### config.mk
export PLATFORM = sky130hd
export DESIGN_NAME = psc_dev_flat
export DESIGN_NICKNAME = d
export VERILOG_FILES = /design/src/psc_pkg.sv /design/src/psc_bus_if.sv /design/src/psc_dev.sv /design/src/flat_wrapper.sv
export VERILOG_INCLUDE_DIRS = /design/src
export SDC_FILE = /design/constraint.sdc
export NUM_CORES = 1
export LEC_CHECK = 0
export ABC_AREA = 1
export BUFFER_PORTS_ARGS = -buffer_cell sky130_fd_sc_hd__buf_2
export CELL_PAD_IN_SITES_DETAIL_PLACEMENT = 0
export CELL_PAD_IN_SITES_GLOBAL_PLACEMENT = 1
export CORE_UTILIZATION = 34
export DETAILED_ROUTE_END_ITERATION = 10
export MAX_ROUTING_LAYER = met4
export PLACE_DENSITY_LB_ADDON = 0.1
export SLEW_MARGIN = 15
export SYNTH_ARGS = -nofsm -noshare
export SYNTH_HDL_FRONTEND = slang
export SYNTH_SLANG_ARGS = --single-unit
### constraint.sdc
create_clock -name ref_clk_i -period 1.68 [get_ports ref_clk_i]
set_input_delay 0.168 -clock ref_clk_i [delete_from_list [all_inputs] [get_ports ref_clk_i]]
set_output_delay 0.168 -clock ref_clk_i [all_outputs]
set_load 0.01 [all_outputs]
### src/psc_cfg.svh
/*
 Constants of the power-state controller: register offsets, field positions,
 reset values and timing figures.
 Assumes it is included by its bare name, after the package.
*/
`ifndef PSC_CFG_SVH
`define PSC_CFG_SVH

// ----------------------------------------------------------------
// register offsets (byte addresses, one 32-bit word each)
// ----------------------------------------------------------------
`define PSC_OFS_WAKE_TEST 8'h00
`define PSC_OFS_PMC 8'h04
`define PSC_OFS_INTERRUPT_STATUS_REGISTER 8'h08
`define PSC_OFS_INT_EN 8'h0C

// ----------------------------------------------------------------
// power_mgmt_control fields and the interrupt bit
// ----------------------------------------------------------------
`define PSC_PMC_SEL_LSB 0
`define PSC_PMC_WAKEUP_STATUS_LSB 2
`define PSC_PMC_PIN_EN 4
`define PSC_PMC_WF_EN 5
`define PSC_PMC_ENERGY_WAKE_ENABLE 6
`define PSC_PMC_PULSE 7
`define PSC_PMC_READY 8
`define PSC_INT_WAKE 0

// ----------------------------------------------------------------
// codes and reset values
// ----------------------------------------------------------------
`define PSC_WAKEUP_STATUS_FRAME 2'b10
`define PSC_WAKEUP_STATUS_ENERGY 2'b01
`define PSC_WAKEUP_STATUS_NONE 2'b00
// fixed read pattern of the wake test register, value arbitrary
`define PSC_WAKE_TEST_VAL 32'h8765_4321

// ----------------------------------------------------------------
// timing
// ----------------------------------------------------------------
`define PSC_CLK_MHZ 40
`define PSC_RESUME_US 2000
`define PSC_PULSE_MS 50
`define PSC_RESUME_CYC (`PSC_RESUME_US * `PSC_CLK_MHZ)
`define PSC_PULSE_CYC (`PSC_PULSE_MS * 1000 * `PSC_CLK_MHZ)

`endif

### src/psc_pkg.sv
/*
 Types shared by both ends of the power-state controller link.
 Assumes nothing beyond a SystemVerilog compiler.
*/
`default_nettype none
package psc_pkg;
	typedef logic [7:0] psc_addr_t;
	typedef logic [31:0] psc_data_t;
	typedef enum logic [1:0]
	{
		PSC_D0 = 2'b00,
		PSC_D1 = 2'b01,
		PSC_D2 = 2'b10
	} psc_pstate_t;
endpackage : psc_pkg
`default_nettype wire

### src/psc_bus_if.sv
/*
 Parallel register bus between the host CPU end and the device end.
 Assumes one shared clock; strobes are one cycle, read data one cycle later.
*/
`timescale 1ns/10ps
`default_nettype none
interface psc_bus_if;
	psc_pkg::psc_addr_t addr;
	psc_pkg::psc_data_t wdata;
	logic wr;
	logic rd;
	psc_pkg::psc_data_t rdata;
	modport host (output addr, output wdata, output wr, output rd, input rdata);
	modport dev (input addr, input wdata, input wr, input rd, output rdata);
endinterface : psc_bus_if
`default_nettype wire

### src/psc_dev.sv
/*
 Device end: power-state controller with D0/D1/D2, wake source capture,
 wake-event pin, wake interrupt status and clock gating enables.
 Assumes the host keeps the bus protocol; carrier_i is asynchronous.
*/
// Design decisions made here: the register offsets and the strobed register port.
`timescale 1ns/10ps
`default_nettype none
`include "psc_cfg.svh"

// How it works
// sleeping: only control register readable, ready cleared
// host avoids other accesses while not ready
// writes ignored until a read has occurred
// wakeup status readable to identify pin driver
// any write to wake test returns D0
// wake write resets state select to D0
// writing 01 enters D1, clearing ready
// D1 keeps PHY, internal, receive-PM clocks
// D1 detection drives pin when enabled
// D1 detection sets wakeup status 10
// host programs filter and enables before D1
// wake interrupt status ignores pin enable
// host only reads until ready after wake
// host sets PHY powerdown before D2 entry
// D2 stops all clocks, PHY energy detect
// carrier present at D2 entry detected immediately
// D2 carrier drives pin when enabled
// D2 carrier sets wakeup status 01
// host clears PHY powerdown after ready
// configuration kept through both saving states
// pulse select: 50 ms pin, else static
// interrupt status sticky, one clears after source
// ready returns within 2 ms of wake
// D0 encodes 00; entry right after write
module psc_dev #(
	parameter int RESUME_CYC = `PSC_RESUME_CYC,
	parameter int PULSE_CYC = `PSC_PULSE_CYC
) (
	// clock and reset
	input wire logic ref_clk_i,
	input wire logic nrst_i,
	// register bus
	psc_bus_if.dev bus,
	// wake sources
	input wire logic wake_frame_det_i,
	input wire logic carrier_i,
	// wake outputs
	output logic wake_pin_o,
	output logic irq_o,
	// clock enables and power state
	output logic mac_clk_en_o,
	output logic host_clk_en_o,
	output logic rxpm_clk_en_o,
	output logic int_clk_en_o,
	output logic phy_low_power_o,
	output psc_pkg::psc_pstate_t state_o
);
	import psc_pkg::*;

	localparam int CW = 24;

	// ----------------------------------------------------------------
	// state
	// ----------------------------------------------------------------
	psc_pstate_t state_ff;
	logic ready_ff;
	logic [CW-1:0] rdy_cnt_ff;
	logic armed_ff;
	logic [1:0] wakeup_status_ff;
	logic pin_en_ff;
	logic wf_en_ff;
	logic energy_wake_enable_ff;
	logic pulse_sel_ff;
	logic interrupt_status_register_ff;
	logic int_en_ff;
	logic pme_d_ff;
	logic [CW-1:0] pulse_cnt_ff;
	logic car_s1_ff;
	logic car_s2_ff;
	logic car_s3_ff;
	logic car_lvl_ff;
	logic wake_pin_ff;
	logic irq_ff;
	psc_data_t rdata_ff;

	function automatic logic psc_hit(input psc_addr_t a, input psc_addr_t ofs);
		psc_hit = (a == ofs);
	endfunction : psc_hit

	// ----------------------------------------------------------------
	// access decode
	// ----------------------------------------------------------------
	wire in_sleep = (state_ff != PSC_D0);
	wire open_acc = ready_ff & ~in_sleep;
	wire wr_ok = bus.wr & armed_ff;
	wire wake_wr = wr_ok & in_sleep & psc_hit(bus.addr, `PSC_OFS_WAKE_TEST);
	wire cfg_wr = wr_ok & open_acc;
	wire pmc_wr = cfg_wr & psc_hit(bus.addr, `PSC_OFS_PMC);
	wire sts_wr = cfg_wr & psc_hit(bus.addr, `PSC_OFS_INTERRUPT_STATUS_REGISTER);
	wire en_wr = cfg_wr & psc_hit(bus.addr, `PSC_OFS_INT_EN);
	wire [1:0] sel_w = bus.wdata[`PSC_PMC_SEL_LSB+1:`PSC_PMC_SEL_LSB];
	// code 11 is no state, so such a write leaves the state alone
	wire enter_sleep = pmc_wr & ((sel_w == PSC_D1) | (sel_w == PSC_D2));
	wire rd_ok = open_acc | psc_hit(bus.addr, `PSC_OFS_PMC);

	// ----------------------------------------------------------------
	// wake detection
	// ----------------------------------------------------------------
	wire frame_hit = (state_ff == PSC_D1) & wake_frame_det_i;
	// level test, so carrier already up at entry hits on the next edge
	wire energy_hit = (state_ff == PSC_D2) & car_lvl_ff;
	wire [1:0] wakeup_status_clr = pmc_wr ? bus.wdata[`PSC_PMC_WAKEUP_STATUS_LSB+1:`PSC_PMC_WAKEUP_STATUS_LSB] : 2'b00;
	wire [1:0] wakeup_status_set = (frame_hit ? `PSC_WAKEUP_STATUS_FRAME : `PSC_WAKEUP_STATUS_NONE)
		| (energy_hit ? `PSC_WAKEUP_STATUS_ENERGY : `PSC_WAKEUP_STATUS_NONE);
	// set wins over the one-to-clear
	wire [1:0] nxt_wakeup_status = (wakeup_status_ff & ~wakeup_status_clr) | wakeup_status_set;
	wire pme_int = (wakeup_status_ff[1] & wf_en_ff) | (wakeup_status_ff[0] & energy_wake_enable_ff);
	wire sts_clr = sts_wr & bus.wdata[`PSC_INT_WAKE];
	wire nxt_interrupt_status_register = pme_int | (interrupt_status_register_ff & ~sts_clr);
	wire pme_rise = pme_int & ~pme_d_ff;
	wire pulse_act = (pulse_cnt_ff != '0);
	wire nxt_wake_pin = pin_en_ff & pme_int & (~pulse_sel_ff | pulse_act);

	wire psc_data_t pmc_word = {23'h00_0000, ready_ff, pulse_sel_ff, energy_wake_enable_ff, wf_en_ff,
		pin_en_ff, wakeup_status_ff, state_ff};
	wire psc_data_t rd_mux =
		psc_hit(bus.addr, `PSC_OFS_PMC) ? pmc_word :
		psc_hit(bus.addr, `PSC_OFS_WAKE_TEST) ? `PSC_WAKE_TEST_VAL :
		psc_hit(bus.addr, `PSC_OFS_INTERRUPT_STATUS_REGISTER) ? {31'h0000_0000, interrupt_status_register_ff} :
		psc_hit(bus.addr, `PSC_OFS_INT_EN) ? {31'h0000_0000, int_en_ff} :
		32'h0000_0000;
	wire psc_data_t nxt_rdata = (bus.rd & rd_ok) ? rd_mux : 32'h0000_0000;

	// ----------------------------------------------------------------
	// power state and ready
	// ----------------------------------------------------------------
	always_ff @(posedge ref_clk_i or negedge nrst_i)
	begin
		if (!nrst_i)
		begin
			state_ff <= PSC_D0;
			ready_ff <= 1'b1;
			rdy_cnt_ff <= '0;
		end
		else if (wake_wr)
		begin
			state_ff <= PSC_D0;
			rdy_cnt_ff <= CW'(RESUME_CYC);
		end
		else if (enter_sleep)
		begin
			state_ff <= psc_pstate_t'(sel_w);
			ready_ff <= 1'b0;
		end
		else if (rdy_cnt_ff != '0)
		begin
			rdy_cnt_ff <= rdy_cnt_ff - CW'(1);
			if (rdy_cnt_ff == CW'(1))
			begin
				ready_ff <= 1'b1;
			end
		end
	end

	// first read after reset or wake unlocks writes
	always_ff @(posedge ref_clk_i or negedge nrst_i)
	begin
		if (!nrst_i)
			armed_ff <= 1'b0;
		else if (wake_wr)
			armed_ff <= 1'b0;
		else if (bus.rd)
			armed_ff <= 1'b1;
	end

	// ----------------------------------------------------------------
	// configuration, kept in every state
	// ----------------------------------------------------------------
	always_ff @(posedge ref_clk_i or negedge nrst_i)
	begin
		if (!nrst_i)
		begin
			pin_en_ff <= 1'b0;
			wf_en_ff <= 1'b0;
			energy_wake_enable_ff <= 1'b0;
			pulse_sel_ff <= 1'b0;
			int_en_ff <= 1'b0;
		end
		else if (pmc_wr)
		begin
			pin_en_ff <= bus.wdata[`PSC_PMC_PIN_EN];
			wf_en_ff <= bus.wdata[`PSC_PMC_WF_EN];
			energy_wake_enable_ff <= bus.wdata[`PSC_PMC_ENERGY_WAKE_ENABLE];
			pulse_sel_ff <= bus.wdata[`PSC_PMC_PULSE];
		end
		else if (en_wr)
			int_en_ff <= bus.wdata[`PSC_INT_WAKE];
	end

	// ----------------------------------------------------------------
	// carrier synchroniser, change taken once stages two and three agree
	// ----------------------------------------------------------------
	always_ff @(posedge ref_clk_i or negedge nrst_i)
	begin
		if (!nrst_i)
		begin
			car_s1_ff <= 1'b0;
			car_s2_ff <= 1'b0;
			car_s3_ff <= 1'b0;
			car_lvl_ff <= 1'b0;
		end
		else
		begin
			car_s1_ff <= carrier_i;
			car_s2_ff <= car_s1_ff;
			car_s3_ff <= car_s2_ff;
			if (car_s2_ff == car_s3_ff)
				car_lvl_ff <= car_s3_ff;
		end
	end

	// ----------------------------------------------------------------
	// wake status, interrupt status and pin
	// ----------------------------------------------------------------
	always_ff @(posedge ref_clk_i or negedge nrst_i)
	begin
		if (!nrst_i)
		begin
			wakeup_status_ff <= `PSC_WAKEUP_STATUS_NONE;
			interrupt_status_register_ff <= 1'b0;
			pme_d_ff <= 1'b0;
			pulse_cnt_ff <= '0;
			wake_pin_ff <= 1'b0;
			irq_ff <= 1'b0;
			rdata_ff <= 32'h0000_0000;
		end
		else
		begin
			wakeup_status_ff <= nxt_wakeup_status;
			interrupt_status_register_ff <= nxt_interrupt_status_register;
			pme_d_ff <= pme_int;
			if (pme_rise)
				pulse_cnt_ff <= CW'(PULSE_CYC);
			else if (pulse_act)
				pulse_cnt_ff <= pulse_cnt_ff - CW'(1);
			wake_pin_ff <= nxt_wake_pin;
			irq_ff <= nxt_interrupt_status_register & int_en_ff;
			rdata_ff <= nxt_rdata;
		end
	end

	// ----------------------------------------------------------------
	// outputs
	// ----------------------------------------------------------------
	assign bus.rdata = rdata_ff;
	assign wake_pin_o = wake_pin_ff;
	assign irq_o = irq_ff;
	assign mac_clk_en_o = (state_ff == PSC_D0);
	assign host_clk_en_o = (state_ff == PSC_D0);
	assign rxpm_clk_en_o = (state_ff != PSC_D2);
	assign int_clk_en_o = (state_ff != PSC_D2);
	assign phy_low_power_o = (state_ff == PSC_D2);
	assign state_o = state_ff;
endmodule : psc_dev
`default_nettype wire

### src/flat_wrapper.sv
// flat-port wrapper written by rule: the top's interface ports become plain ports
module psc_dev_flat import psc_pkg::*;
#(
	parameter int RESUME_CYC = `PSC_RESUME_CYC,
	parameter int PULSE_CYC = `PSC_PULSE_CYC
)
  (ref_clk_i, nrst_i, wake_frame_det_i, carrier_i, wake_pin_o, irq_o, mac_clk_en_o, host_clk_en_o, rxpm_clk_en_o, int_clk_en_o, phy_low_power_o, state_o, bus_addr, bus_wdata, bus_wr, bus_rd, bus_rdata);
  psc_bus_if bus_i ();
  input wire logic ref_clk_i;
  input wire logic nrst_i;
  input wire logic wake_frame_det_i;
  input wire logic carrier_i;
  output logic wake_pin_o;
  output logic irq_o;
  output logic mac_clk_en_o;
  output logic host_clk_en_o;
  output logic rxpm_clk_en_o;
  output logic int_clk_en_o;
  output logic phy_low_power_o;
  output psc_pkg::psc_pstate_t state_o;
  input wire logic [$bits(bus_i.addr)-1:0] bus_addr;
  input wire logic [$bits(bus_i.wdata)-1:0] bus_wdata;
  input wire logic [$bits(bus_i.wr)-1:0] bus_wr;
  input wire logic [$bits(bus_i.rd)-1:0] bus_rd;
  output wire logic [$bits(bus_i.rdata)-1:0] bus_rdata;
  assign bus_i.addr = bus_addr;
  assign bus_i.wdata = bus_wdata;
  assign bus_i.wr = bus_wr;
  assign bus_i.rd = bus_rd;
  assign bus_rdata = bus_i.rdata;
  psc_dev #(.RESUME_CYC(RESUME_CYC), .PULSE_CYC(PULSE_CYC)) u_core (.ref_clk_i(ref_clk_i), .nrst_i(nrst_i), .bus(bus_i), .wake_frame_det_i(wake_frame_det_i), .carrier_i(carrier_i), .wake_pin_o(wake_pin_o), .irq_o(irq_o), .mac_clk_en_o(mac_clk_en_o), .host_clk_en_o(host_clk_en_o), .rxpm_clk_en_o(rxpm_clk_en_o), .int_clk_en_o(int_clk_en_o), .phy_low_power_o(phy_low_power_o), .state_o(state_o));
endmodule
Word level (Yosys, flattened, before mapping)
Index checks and enable logic that the tools add are counted.
- output and inout port bits: 41
- bits in registers: 99
- bits in read-only memories: 0
- bits in writable memories: 0
- input bits: 46
- latch bits: 0
- memories: 0
- word-level logic and storage cells: 102
- multiply operators: 0
- div/mod/pow operators: 0
- reduce and logical (&&, ||, !) cells: 14
- equal/unequal tests: 11
- bitwise logic cells: 35
- magnitude comparators: 0
- add/sub/neg operators: 2
- multiplexer cells: 20
- shifts and indexed selects: 0
- operators by type and width (cell ; count):
    $mux W32 ; 4
    $mux W24 ; 5
    $reduce_bool A24 Y1 ; 2
    $sub A24 B1 Y24 const B ; 2
    $eq A24 B1 Y1 const B ; 1
    $and A1 B1 Y1 ; 20
    $eq A8 B4 Y1 const B ; 2
    $reduce_bool A2 Y1 ; 7
    $eq A8 B3 Y1 const B ; 1
    $logic_not A8 Y1 ; 1
    $mux W2 ; 4
    $mux W1 ; 7
    $not A1 Y1 ; 6
    $or A1 B1 Y1 ; 5
    $eq A2 B1 Y1 const B ; 2
    $eq A2 B2 Y1 const B ; 2
    $or A2 B2 Y2 ; 2
    $reduce_and A2 Y1 ; 2
    $reduce_and A3 Y1 ; 1
    $and A2 B2 Y2 ; 1
    $logic_not A2 Y1 ; 1
    $ne A2 B1 Y1 const B ; 1
    $ne A2 B2 Y1 const B ; 1
    $not A2 Y2 ; 1
    $eq A1 B1 Y1 ; 1

Longest topological paths before layout
Gate-level depths: netlist of run 1.
- depth in word-level cells: 10
- depth in mapped cells: 11
- depth with buffers taken out: 10

Worst setup path after synthesis of run 1
No wires, ideal clock.
- kind: register -> register
- start: reg u_core.state_ff[0], in the netlist u_core.state_o[0]
- end: reg u_core.rdy_cnt_ff[6]
- path buffers: 1
- setup time: 0.117 ns
- required time: 1.563 ns
- slack: 0.188 ns
- arrival: 1.375 ns
- stages on the path, launching flop included: 10
- period minus slack after synthesis: 1.492 ns
- path through: dfrtp_1 nor2_4 nand2_4 nor2_8 nand3_4 nand2_4 nand2_4 buf_6 nand2_1 nand2_1
- longest elaborated chain between the ends: 8
- ends and longest elaborated chain (element ; line ; text):
    start, declared ; psc_dev.sv:66 ; psc_pstate_t state_ff;
    start signal, assigned ; psc_dev.sv:153 ; state_ff <= psc_pstate_t'(sel_w);
    $reduce_bool A2 Y1 (*) ; psc_dev.sv:94 ; wire in_sleep = (state_ff != PSC_D0);
    $not A1 Y1 ; psc_dev.sv:95 ; wire open_acc = ready_ff & ~in_sleep;
    $and A1 B1 Y1 ; psc_dev.sv:95 ;
    $and A1 B1 Y1 ; psc_dev.sv:98 ; wire cfg_wr = wr_ok & open_acc;
    $and A1 B1 Y1 ; psc_dev.sv:99 ; wire pmc_wr = cfg_wr & psc_hit(bus.addr, `PSC_OFS_PMC);
    $and A1 B1 Y1 ; psc_dev.sv:104 ; wire enter_sleep = pmc_wr & ((sel_w == PSC_D1) | (sel_w == PSC_D2));
    $ne A2 B1 Y1 (no source line) ; - ;
    $reduce_and A2 Y1 (no source line) ; - ;
    end signal, assigned ; psc_dev.sv:149 ; rdy_cnt_ff <= CW'(RESUME_CYC);
    end signal, assigned ; psc_dev.sv:158 ; rdy_cnt_ff <= rdy_cnt_ff - CW'(1);
    end, declared ; psc_dev.sv:68 ; logic [CW-1:0] rdy_cnt_ff;
Mark *: on every way between the ends. The rest lies on a longest branch, timed or not.
A chain may end at the register's enable or synchronous reset.

Final worst setup path of run 1
- start: reg u_core.rdy_cnt_ff[1]
- end: reg u_core.rdy_cnt_ff[15]
- longest elaborated chain between the ends: 4
- ends and longest elaborated chain (element ; line ; text):
    $sub A24 B1 Y24 ; psc_dev.sv:158 ;
    $mux W24 ; psc_dev.sv:156 ; else if (rdy_cnt_ff != '0)
    $mux W24 ; psc_dev.sv:151 ; else if (enter_sleep)
    $mux W24 ; psc_dev.sv:146 ; else if (wake_wr)
Several ways; a longest one is shown, not always the timed one. The select of a mux whose other input is x is not followed.

==> metrics.yaml, run 1 <==
status: "finished, final reports clean"
yosysWarnings: 0
fin_area_um2: 5520
layout-drive-gt1-share_pct: 20.8
rows: 42
dpl_cell_area_um2: 5080
min_period_over_period_pct: 93.8
netlist_area_um2: 4570
layout_commonest_cell: "nand2_1"
skew_ns: 0.00693
tritoncts: "built"
cp_data_required_time_ns: 1.97
leakagePower_uw: 0.00287
path_clk_slew_ns: 0.06
antenna_found_initial: 0
place.gp.congestion: 0.795
wl_per_cell_um: 13.1
cp-start-kind: "flip-flop"
tns_ns: 0
clkLatencyLatePin_ns: 0.34
ys_ff_latch: 77
grt_pass1_vias: 3897
dp_hpwl_um: 8320
viasPerCell: 4.66
critPathKind: "flip-flop to flip-flop"
vias: 4062
cts_num_sinks: 77
port_buffers: 49
cts-root-to-sink-buffers: 2
hold_path_class: "input pin to flip-flop"
finalCriticalPeriod_ns: 1.58
die_x_um: 118
grt_use_total_pct: 17.8
pwr_density_cell_nw_per_um2: 1130
nNetsFinal: 742
syn_to_final_growth_pct: 20.7
grt_pass1_wl_um: 19000
grt.overflow.total: 0
hold_viol_final: 0
maxSlewViolCount: 0
route.detailed.drc: 0
ys_seq_area_share_pct: 42.2
htreeDepth: 3
synth_cells: 617
synth.avg_cell_area_um2: 7.41
cp-end-kind: "flip-flop"
cts_root_buf: "clkbuf_16"
most-common-layout-cells: "nand2_1, nor2_1, dfrtp_1, inv_1, nand3_1"
worstPathArrival_ns: 1.86
dr.pass1.iters: 6
drt_iter0_markers: 214
grt_max_degree: 36
holdWs_ns: 0.0798
ys_types: 38
postRouteAntennaNets: 0
fmax_mhz: 635
drv_cap: 0
ioPinCount: 87
ir_worst_vdd_uv: 693
core_um2: 13200
n_antenna_cell: 0
die_area_um2: 13900
die_h_um: 118
cp_max_fo: 8
utilization_pct: 41.8
finalSetupViolCount: 0
wl_um: 11400
initial_core_util_pct: 34.7
cts_inserted_buffers: 9
## synthesized netlist by cell type
cell        n  share of area, %
nor2_1    109               8.9
nor2_4      4              0.99
nand2_1   146                12
conb_1      1             0.082
nor3_1      4              0.44
nand3_1    57               6.2
buf_2       4              0.44
a21boi_0    2              0.33
dfstp_2     1              0.57
inv_1      67               5.5
nor2_8      1              0.44
buf_6       2              0.49
buf_4      25               4.1
a31oi_1     1              0.14
nand4_4     1              0.47
a21o_1      2              0.33
a22o_1      1              0.19
nand3b_1    5              0.82
nand2_4     3              0.74
o22ai_2     1              0.27
xor2_1      8               1.5
or2_2       7              0.96
o21ai_1    11               1.2
nand2_2     1              0.14
and3_1      2              0.27
nand3_2     2              0.44
inv_2       2              0.16
dfrtp_1    76                42
nand3_4     1              0.38
a21oi_1    15               1.6
xnor2_1     1              0.19
ha_1        5               1.4
o21ai_0     7              0.77
nand4_1    28               3.8
maj3_1      1              0.22
nor2_2     11               1.5
clkinv_4    1              0.19
clkbuf_1    1             0.082
## sequential cells by signal (all words and copies together), names as in the netlist, 2 cells and up
name / cells
u_core.bus.rdata: 10
u_core.rdy_cnt_ff: 24
u_core.state_o: 2
u_core.wakeup_status_ff: 2
u_core.pulse_cnt_ff: 24
## worst paths after layout
kind                                      start                            to  slack [ns]  cells after the start
setup / recovery           u_core.rdy_cnt_ff[1]         u_core.rdy_cnt_ff[15]        0.10                     10
hold / removal                     bus_wdata[6]  u_core.energy_wake_enable_ff        0.08                      3
setup reg to reg           u_core.rdy_cnt_ff[1]         u_core.rdy_cnt_ff[15]        0.10                     10
hold reg to reg                u_core.car_s1_ff              u_core.car_s2_ff        0.36                      0
max in group asynchronous                nrst_i               u_core.ready_ff        0.77                      3
min in group asynchronous                nrst_i       u_core.pulse_cnt_ff[16]        0.31                      2
## report_power, final
group | leakage (µW) | switching (µW) | internal [µW]
Combinational | 0.00180 | 999 | 681
Sequential | 0.000924 | 369 | 2170
Clock | 0.000143 | 796 | 1200
Total | 0.00287 | 2160 | 4050
## stage by stage
stage	power [µW]	cells	worst slack (ns)
final	6210	872	0.104
after global routing	6650	872	-0.0373
after CTS	6190	867	0.0299
after detailed placement	4140	849	0.00681
after global placement	4110	849	0.0266
after floorplan	3650	629	0.188
## logic make-up after synthesis
| group | after synthesis | synth area share [%] |
|---|---|---|
| buf+inv | 102 | 11.0 |
| flops | 77 | 42.2 |
| xor+xnor | 9 | 1.72 |
| other cells | 1 | 0.0820 |
| simple gates | 382 | 38.6 |
| fa+ha+maj | 6 | 1.59 |
| compound gates | 40 | 4.87 |
## layer usage
metal  vias up  part of all wire (%)  wire length, µm  GRT usage (%)
li1       2085                     -                -              -
met1      1910                    48             5520           22.8
met2        53                    48             5450           28.3
met3        14                   2.3              266           2.52
met4         0                   1.7              198           7.05
met5         -                     0                0              -
## critical path, stage by stage, from the launching register on
cell     delay (ns)
dfrtp_1        0.39
inv_1          0.14
ha_1           0.17
nand2_1        0.07
nor2_2         0.13
nand3_2        0.11
nand2_4        0.17
nand2_8        0.11
inv_6          0.12
nand2_1        0.06
nand2_1        0.06
## cell type report
| class | count | area [µm²] |
|---|---|---|
| multi-input combinational | 452 | 2270 |
| tap | 176 | 220 |
| timing repair inverter | 1 | 8.76 |
| fill | 1412 | 7670 |
| clock inverter | 4 | 55.1 |
| clock buffer | 12 | 246 |
| timing repair buffer | 80 | 510 |
| sequential | 77 | 1930 |
| inverter | 70 | 278 |
## what timing repair did
action	in CTS	in global routing
endpoints found under the setup margin	8	38
setup buffers	0	2
gates cloned	0	3
resized for setup	2	20
hold buffers	2	0
pin swaps	0	2
endpoints found under the hold margin	30	0
Power figures use the tool's default switching activity.
==> run 2: changes to the inputs <==
CORE_MARGIN = 2   (was unset)
==> run 2 against run 1 <==
  * Cell count shrank 0.46%
  * Critical path depth is the same
  * Power shrank 0.87%
  * Clock power is essentially flat
  * Largest cell class unchanged
  * Utilization shrank 0.36 points
  * Global-route usage shrank 0.30 points
==> metrics.yaml, run 2 (synthesis gave the netlist of run 1 again) <==
finalCriticalPeriod_ns: 1.57  # -0.0101 ns
cp_common_cell: "nand2_1"
antenna_found_initial: 0  # unchanged
min_period_over_period_pct: 93.2  # -0.60 points
route.detailed.drc: 0  # unchanged
syn_to_final_growth_pct: 19.7
tns_ns: 0  # unchanged
m1WireLength_um: 5280  # -4.4%
ir_worst_vdd_uv: 662  # -4.5%
top_layer: "met4"
grt.overflow.total: 0  # unchanged
vias: 4083  # +0.52%
clkLatencyLatePin_ns: 0.35  # about the same
dr.pass1.iters: 4  # -2
cts-root-to-sink-buffers: 2  # unchanged
die_h_um: 120  # +1.7%
most-common-layout-cells: "nand2_1, nor2_1, dfrtp_1, inv_1, nand3_1"
grt_max_degree: 36  # unchanged
die_x_um: 120  # +1.7%
grt_pass1_wl_um: 19100  # +0.80%
viasPerCell: 4.70  # +0.98%
critical_path_depth: 10  # unchanged
cpMaxStageDelayCell: "dfrtp_1"
grt_use_total_pct: 17.5  # -0.30 points
tritoncts: "built"
post_cts_buffers: 0  # unchanged
layout_commonest_cell: "nand2_1"
worstPathArrival_ns: 1.80  # -0.06 ns
post-place-ws_ns: 0.0114  # +0.00463 ns
cp_data_required_time_ns: 1.92  # -0.05 ns
drv_cap: 0  # unchanged
crit_start: "u_core.pulse_cnt_ff[0]"
layout-drive-gt1-share_pct: 20.4  # -0.46 points
n_antenna_cell: 0  # unchanged
r2r_cells: 10  # unchanged
wl_per_cell_um: 13.4  # +2.1%
nNetsFinal: 738  # -0.54%
cpLargestDelayFamily: "simple AND/OR/NAND/NOR gates"
seq_area_um2: 1930  # unchanged
cts_root_buf: "clkbuf_16"
worstPathCellList: "inv_2, ha_1, nand2_1, nor2_1, buf_4, nand3_1, nand2_1, nand2_1, nand2_1, nor2_1"
rows: 42  # unchanged
leakagePower_uw: 0.00286  # -0.17%
maxSlewViolCount: 0  # unchanged
multiInputGateArea_um2: 2240  # -1.5%
timing.reg2reg.setup_slack_ns: 0.11  # about the same
endpoint: "u_core.pulse_cnt_ff[22]"
path_clk_slew_ns: 0.06  # about the same
grt_pass1_vias: 3843  # -1.4%
core_um2: 13200  # unchanged
place.gp.congestion: 0.826  # +3.9%
pwr_density_cell_nw_per_um2: 1130  # about the same
status: "finished, final reports clean"
initial_core_util_pct: 34.7  # unchanged
drt_iter0_markers: 256  # +20%
finalSetupViolCount: 0  # unchanged
cts_num_sinks: 77  # unchanged
postRouteAntennaNets: 0  # unchanged
htreeDepth: 3  # unchanged
rr_startpoint: "u_core.pulse_cnt_ff[0]"
hold_viol_final: 0  # unchanged
met3_length_um: 412  # +55%
totalPowerFinal_uw: 6160  # -0.87%
path_buf_inv: 2  # unchanged
die_area_um2: 14400  # +3.4%
num-fill-cells: 1399  # -0.92%
cp-end-kind: "flip-flop"
r2r_end: "u_core.pulse_cnt_ff[22]"
fmax_mhz: 639  # +0.65%
cp-start-kind: "flip-flop"
critPathKind: "flip-flop to flip-flop"
cts_inserted_buffers: 9  # unchanged
ioPinCount: 87  # unchanged
holdPathStages: 3  # unchanged
port_buffers: 49  # unchanged
skew_ns: 0.00574  # -0.00119 ns
hold_path_class: "input pin to flip-flop"
wl_met2_um: 5730  # +5.2%
cp_slowest_stage_delay_ns: 0.39  # about the same
dp_hpwl_um: 8490  # +2.0%
cp_max_fo: 5  # -3
setup_ws_ns: 0.114  # +0.0101 ns
wl_um: 11600  # +1.6%
## run 2: cell count changes in the layout (fill, tap and decap cells not counted), moves of 2 or more
cell / previous run / this run
nand2_4: 4 / 2
nor2_1: 100 / 102
clkinv_4: 1 / 3
inv_2: 3 / 5
buf_4: 28 / 25
clkinv_2: 0 / 2
clkbuf_1: 2 / 0
nor2_2: 17 / 14
## run 2: worst reg2reg max path: stages, from the launching register on
cell and delay [ns]:
dfrtp_1 0.39, inv_2 0.11, ha_1 0.17, nand2_1 0.09, nor2_1 0.23, buf_4 0.18
nand3_1 0.07, nand2_1 0.08, nand2_1 0.05, nand2_1 0.05, nor2_1 0.04
## run 2: worst min-delay path by stage
stage / startpoint / to / slack [ns]
global route: bus_wdata[7] / u_core.pulse_sel_ff / 0.10
floorplan: nrst_i / u_core.armed_ff / -0.13
global placement: nrst_i / u_core.pulse_cnt_ff[16] / 0.14
detailed placement: nrst_i / u_core.pulse_cnt_ff[16] / 0.15
CTS: bus_wdata[6] / u_core.energy_wake_enable_ff / 0.07
finish: bus_wdata[6] / u_core.energy_wake_enable_ff / 0.08
## run 2: final cells by class
class / count / area share (%)
timing repair buffer: 78 / 9.12
clock buffer: 9 / 4.12
tap: 176 / 4.02
timing repair inverter: 1 / 0.206
inverter: 70 / 5.03
sequential: 77 / 35.3
clock inverter: 7 / 1.37
multi-input combinational: 450 / 40.9
## run 2: timing repair
| action | in CTS | in global routing |
|---|---|---|
| hold buffers | 2 | 0 |
| endpoints found under the setup margin | 2 | 45 |
| hold endpoints to repair | 28 | 0 |
| gates resized for setup | 1 | 19 |
| pin swaps | 0 | 1 |
| gates cloned | 0 | 1 |
## run 2: per-layer routing
metal | track usage (%) | vias to the layer above
met5 | - | -
met2 | 28.2 | 70
met3 | 2.47 | 15
met1 | 22.1 | 1914
met4 | 7.13 | 0
li1 | - | 2084
## run 2: power breakdown
part	total [µW]	switching, µW	internal [µW]
Combinational	1640	986	652
Sequential	2540	368	2170
Clock	1990	828	1160
Total	6160	2180	3980
## run 2: stage by stage
step	utilization (%)	hold WS [ns]	area (µm²)	cells
4_1_cts	41.0	0.0727	5410	867
3_5_place_dp	38.5	0.149	5080	849
2_1_floorplan	-	-0.128	4620	629
3_3_place_gp	38.5	0.144	5080	849
6_report	41.5	0.0830	5470	868
5_1_grt	41.5	0.104	5470	868
==> run 3: changes to the inputs <==
REMOVE_ABC_BUFFERS = 1   (was unset)
==> run 3 against run 2 <==
  * Clock power rose by 3%
  * Sequential share of layout area decreased by 0.19 points
  * Fmax is 1.0% lower
  * Via count grew 1.3%
  * Worst hold slack worse by 0.020 ns
  * Highest routed layer unchanged
  * Die area is the same
  * Clock skew up 0.0049 ns
==> metrics.yaml, run 3 (synthesis gave the netlist of run 1 again) <==
status: "finished, final reports clean"
postRouteAntennaNets: 0  # unchanged
die_area_um2: 14400  # unchanged
port_buffers: 49  # unchanged
cts_root_buf: "clkbuf_16"
die_x_um: 120  # unchanged
leakagePower_uw: 0.00288  # +0.49%
critPathKind: "flip-flop to flip-flop"
met3_length_um: 617  # +50%
layout-drive-gt1-share_pct: 20.4  # +0.056 points
timing.slew.headroom_pct: 61.4
hold_start: "wake_frame_det_i"
grt_use_total_pct: 17.8  # +0.27 points
m1WireLength_um: 5730  # +8.5%
fmax_mhz: 632  # -1.0%
dpl_cell_area_um2: 5110  # +0.59%
setup_ws_ns: 0.0978  # -0.0165 ns
nNetsFinal: 741  # +0.41%
dr.pass1.iters: 5  # +1
min_period_over_period_pct: 94.2  # +0.98 points
drv_cap: 0  # unchanged
layout_commonest_cell: "nand2_1"
cts_inserted_buffers: 9  # unchanged
rr_startpoint: "u_core.pulse_cnt_ff[1]"
skew_ns: 0.0107  # +0.00492 ns
post_cts_buffers: 0  # unchanged
antenna_found_initial: 0  # unchanged
worstPathArrival_ns: 1.82  # +0.02 ns
n_antenna_cell: 0  # unchanged
cp_data_required_time_ns: 1.91  # about the same
htreeDepth: 3  # unchanged
finalSetupViolCount: 0  # unchanged
wl_per_cell_um: 13.4  # -0.14%
rows: 42  # unchanged
vias: 4136  # +1.3%
grt_pass1_wl_um: 19600  # +2.5%
hold_viol_final: 0  # unchanged
clkLatencyLatePin_ns: 0.34  # about the same
crit_start: "u_core.pulse_cnt_ff[1]"
route.detailed.drc: 0  # unchanged
cp_max_fo: 5  # unchanged
die_h_um: 120  # unchanged
cp-start-kind: "flip-flop"
cp-end-kind: "flip-flop"
finalCriticalPeriod_ns: 1.58  # +0.0165 ns
pwr_density_cell_nw_per_um2: 1140  # +1.2%
grt.overflow.total: 0  # unchanged
grt_pass1_vias: 4069  # +5.9%
dp_hpwl_um: 8730  # +2.8%
place.gp.congestion: 0.905  # +9.5%
post-place-ws_ns: 0.0251  # +0.0137 ns
tns_ns: 0  # unchanged
grt_max_degree: 39  # +8.3%
holdWs_ns: 0.0627  # -0.0204 ns
worstMarginPinSlew_ns: 0.578
fin_area_um2: 5500  # +0.48%
wl_met2_um: 5170  # -9.8%
maxSlewViolCount: 0  # unchanged
drt_iter0_markers: 239  # -6.6%
viasPerCell: 4.75  # +0.95%
initial_core_util_pct: 34.7  # unchanged
syn_to_final_growth_pct: 20.3
cts-root-to-sink-buffers: 2  # unchanged
path_clk_slew_ns: 0.07  # about the same
tritoncts: "built"
hold_path_class: "input pin to flip-flop"
wl_um: 11600  # +0.21%
cts_num_sinks: 77  # unchanged
most-common-layout-cells: "nand2_1, nor2_1, dfrtp_1, inv_1, nand3_1"
top_layer: "met4"
core_um2: 13200  # unchanged
ioPinCount: 87  # unchanged
ir_worst_vdd_uv: 588  # -11%
run 3: per-layer routing:
metal	track usage, %	vias to the layer above
met3	4.09	10
met2	27.4	106
li1	-	2087
met4	5.22	0
met5	-	-
met1	23.4	1933
run 3: through the flow:
stage                     utilization, %  std cells  power, µW
after global routing                41.7        871       6710
after CTS                           41.2        871       6260
after detailed placement            38.7        853       4190
after global placement              38.7        853       4160
final                               41.7        871       6260
after floorplan                        -        597       3610
run 3: critical path: stages (launching register included):
cell	delay (ns)
dfrtp_1	0.41
inv_1	0.09
ha_2	0.20
nand2_1	0.07
nor2_2	0.16
nand4_4	0.14
nor2_4	0.19
buf_4	0.17
nor2_1	0.05
run 3: worst paths after layout:
| path | endpoint | slack, ns | cells past startpoint |
|---|---|---|---|
| max reg2reg | u_core.pulse_cnt_ff[11] | 0.1 | 8 |
| max in group asynchronous | u_core.rdy_cnt_ff[7] | 0.75 | 3 |
| min | u_core.wakeup_status_ff[1] | 0.06 | 3 |
| max | u_core.pulse_cnt_ff[11] | 0.1 | 8 |
| min in group asynchronous | u_core.rdy_cnt_ff[23] | 0.37 | 2 |
| min reg2reg | u_core.car_s2_ff | 0.38 | 0 |
run 3: layout make-up:
type / count / area [µm²]
sequential: 77 / 1930
tap: 176 / 220
timing repair buffer: 82 / 529
fill: 1394 / 7690
inverter: 70 / 275
multi-input combinational: 450 / 2240
clock buffer: 9 / 225
clock inverter: 7 / 81.3
run 3: repair_timing:
action	in CTS	in global routing
hold buffers	2	0
endpoints found under the hold margin	36	0
gates resized for setup	0	19
endpoints found under the setup margin	0	32
run 3: where the power goes:
part / total, µW / switching, µW / internal (µW)
registers: 2490 / 331 / 2160
clock network: 2040 / 863 / 1170
logic: 1730 / 1040 / 693
total: 6260 / 2230 / 4030
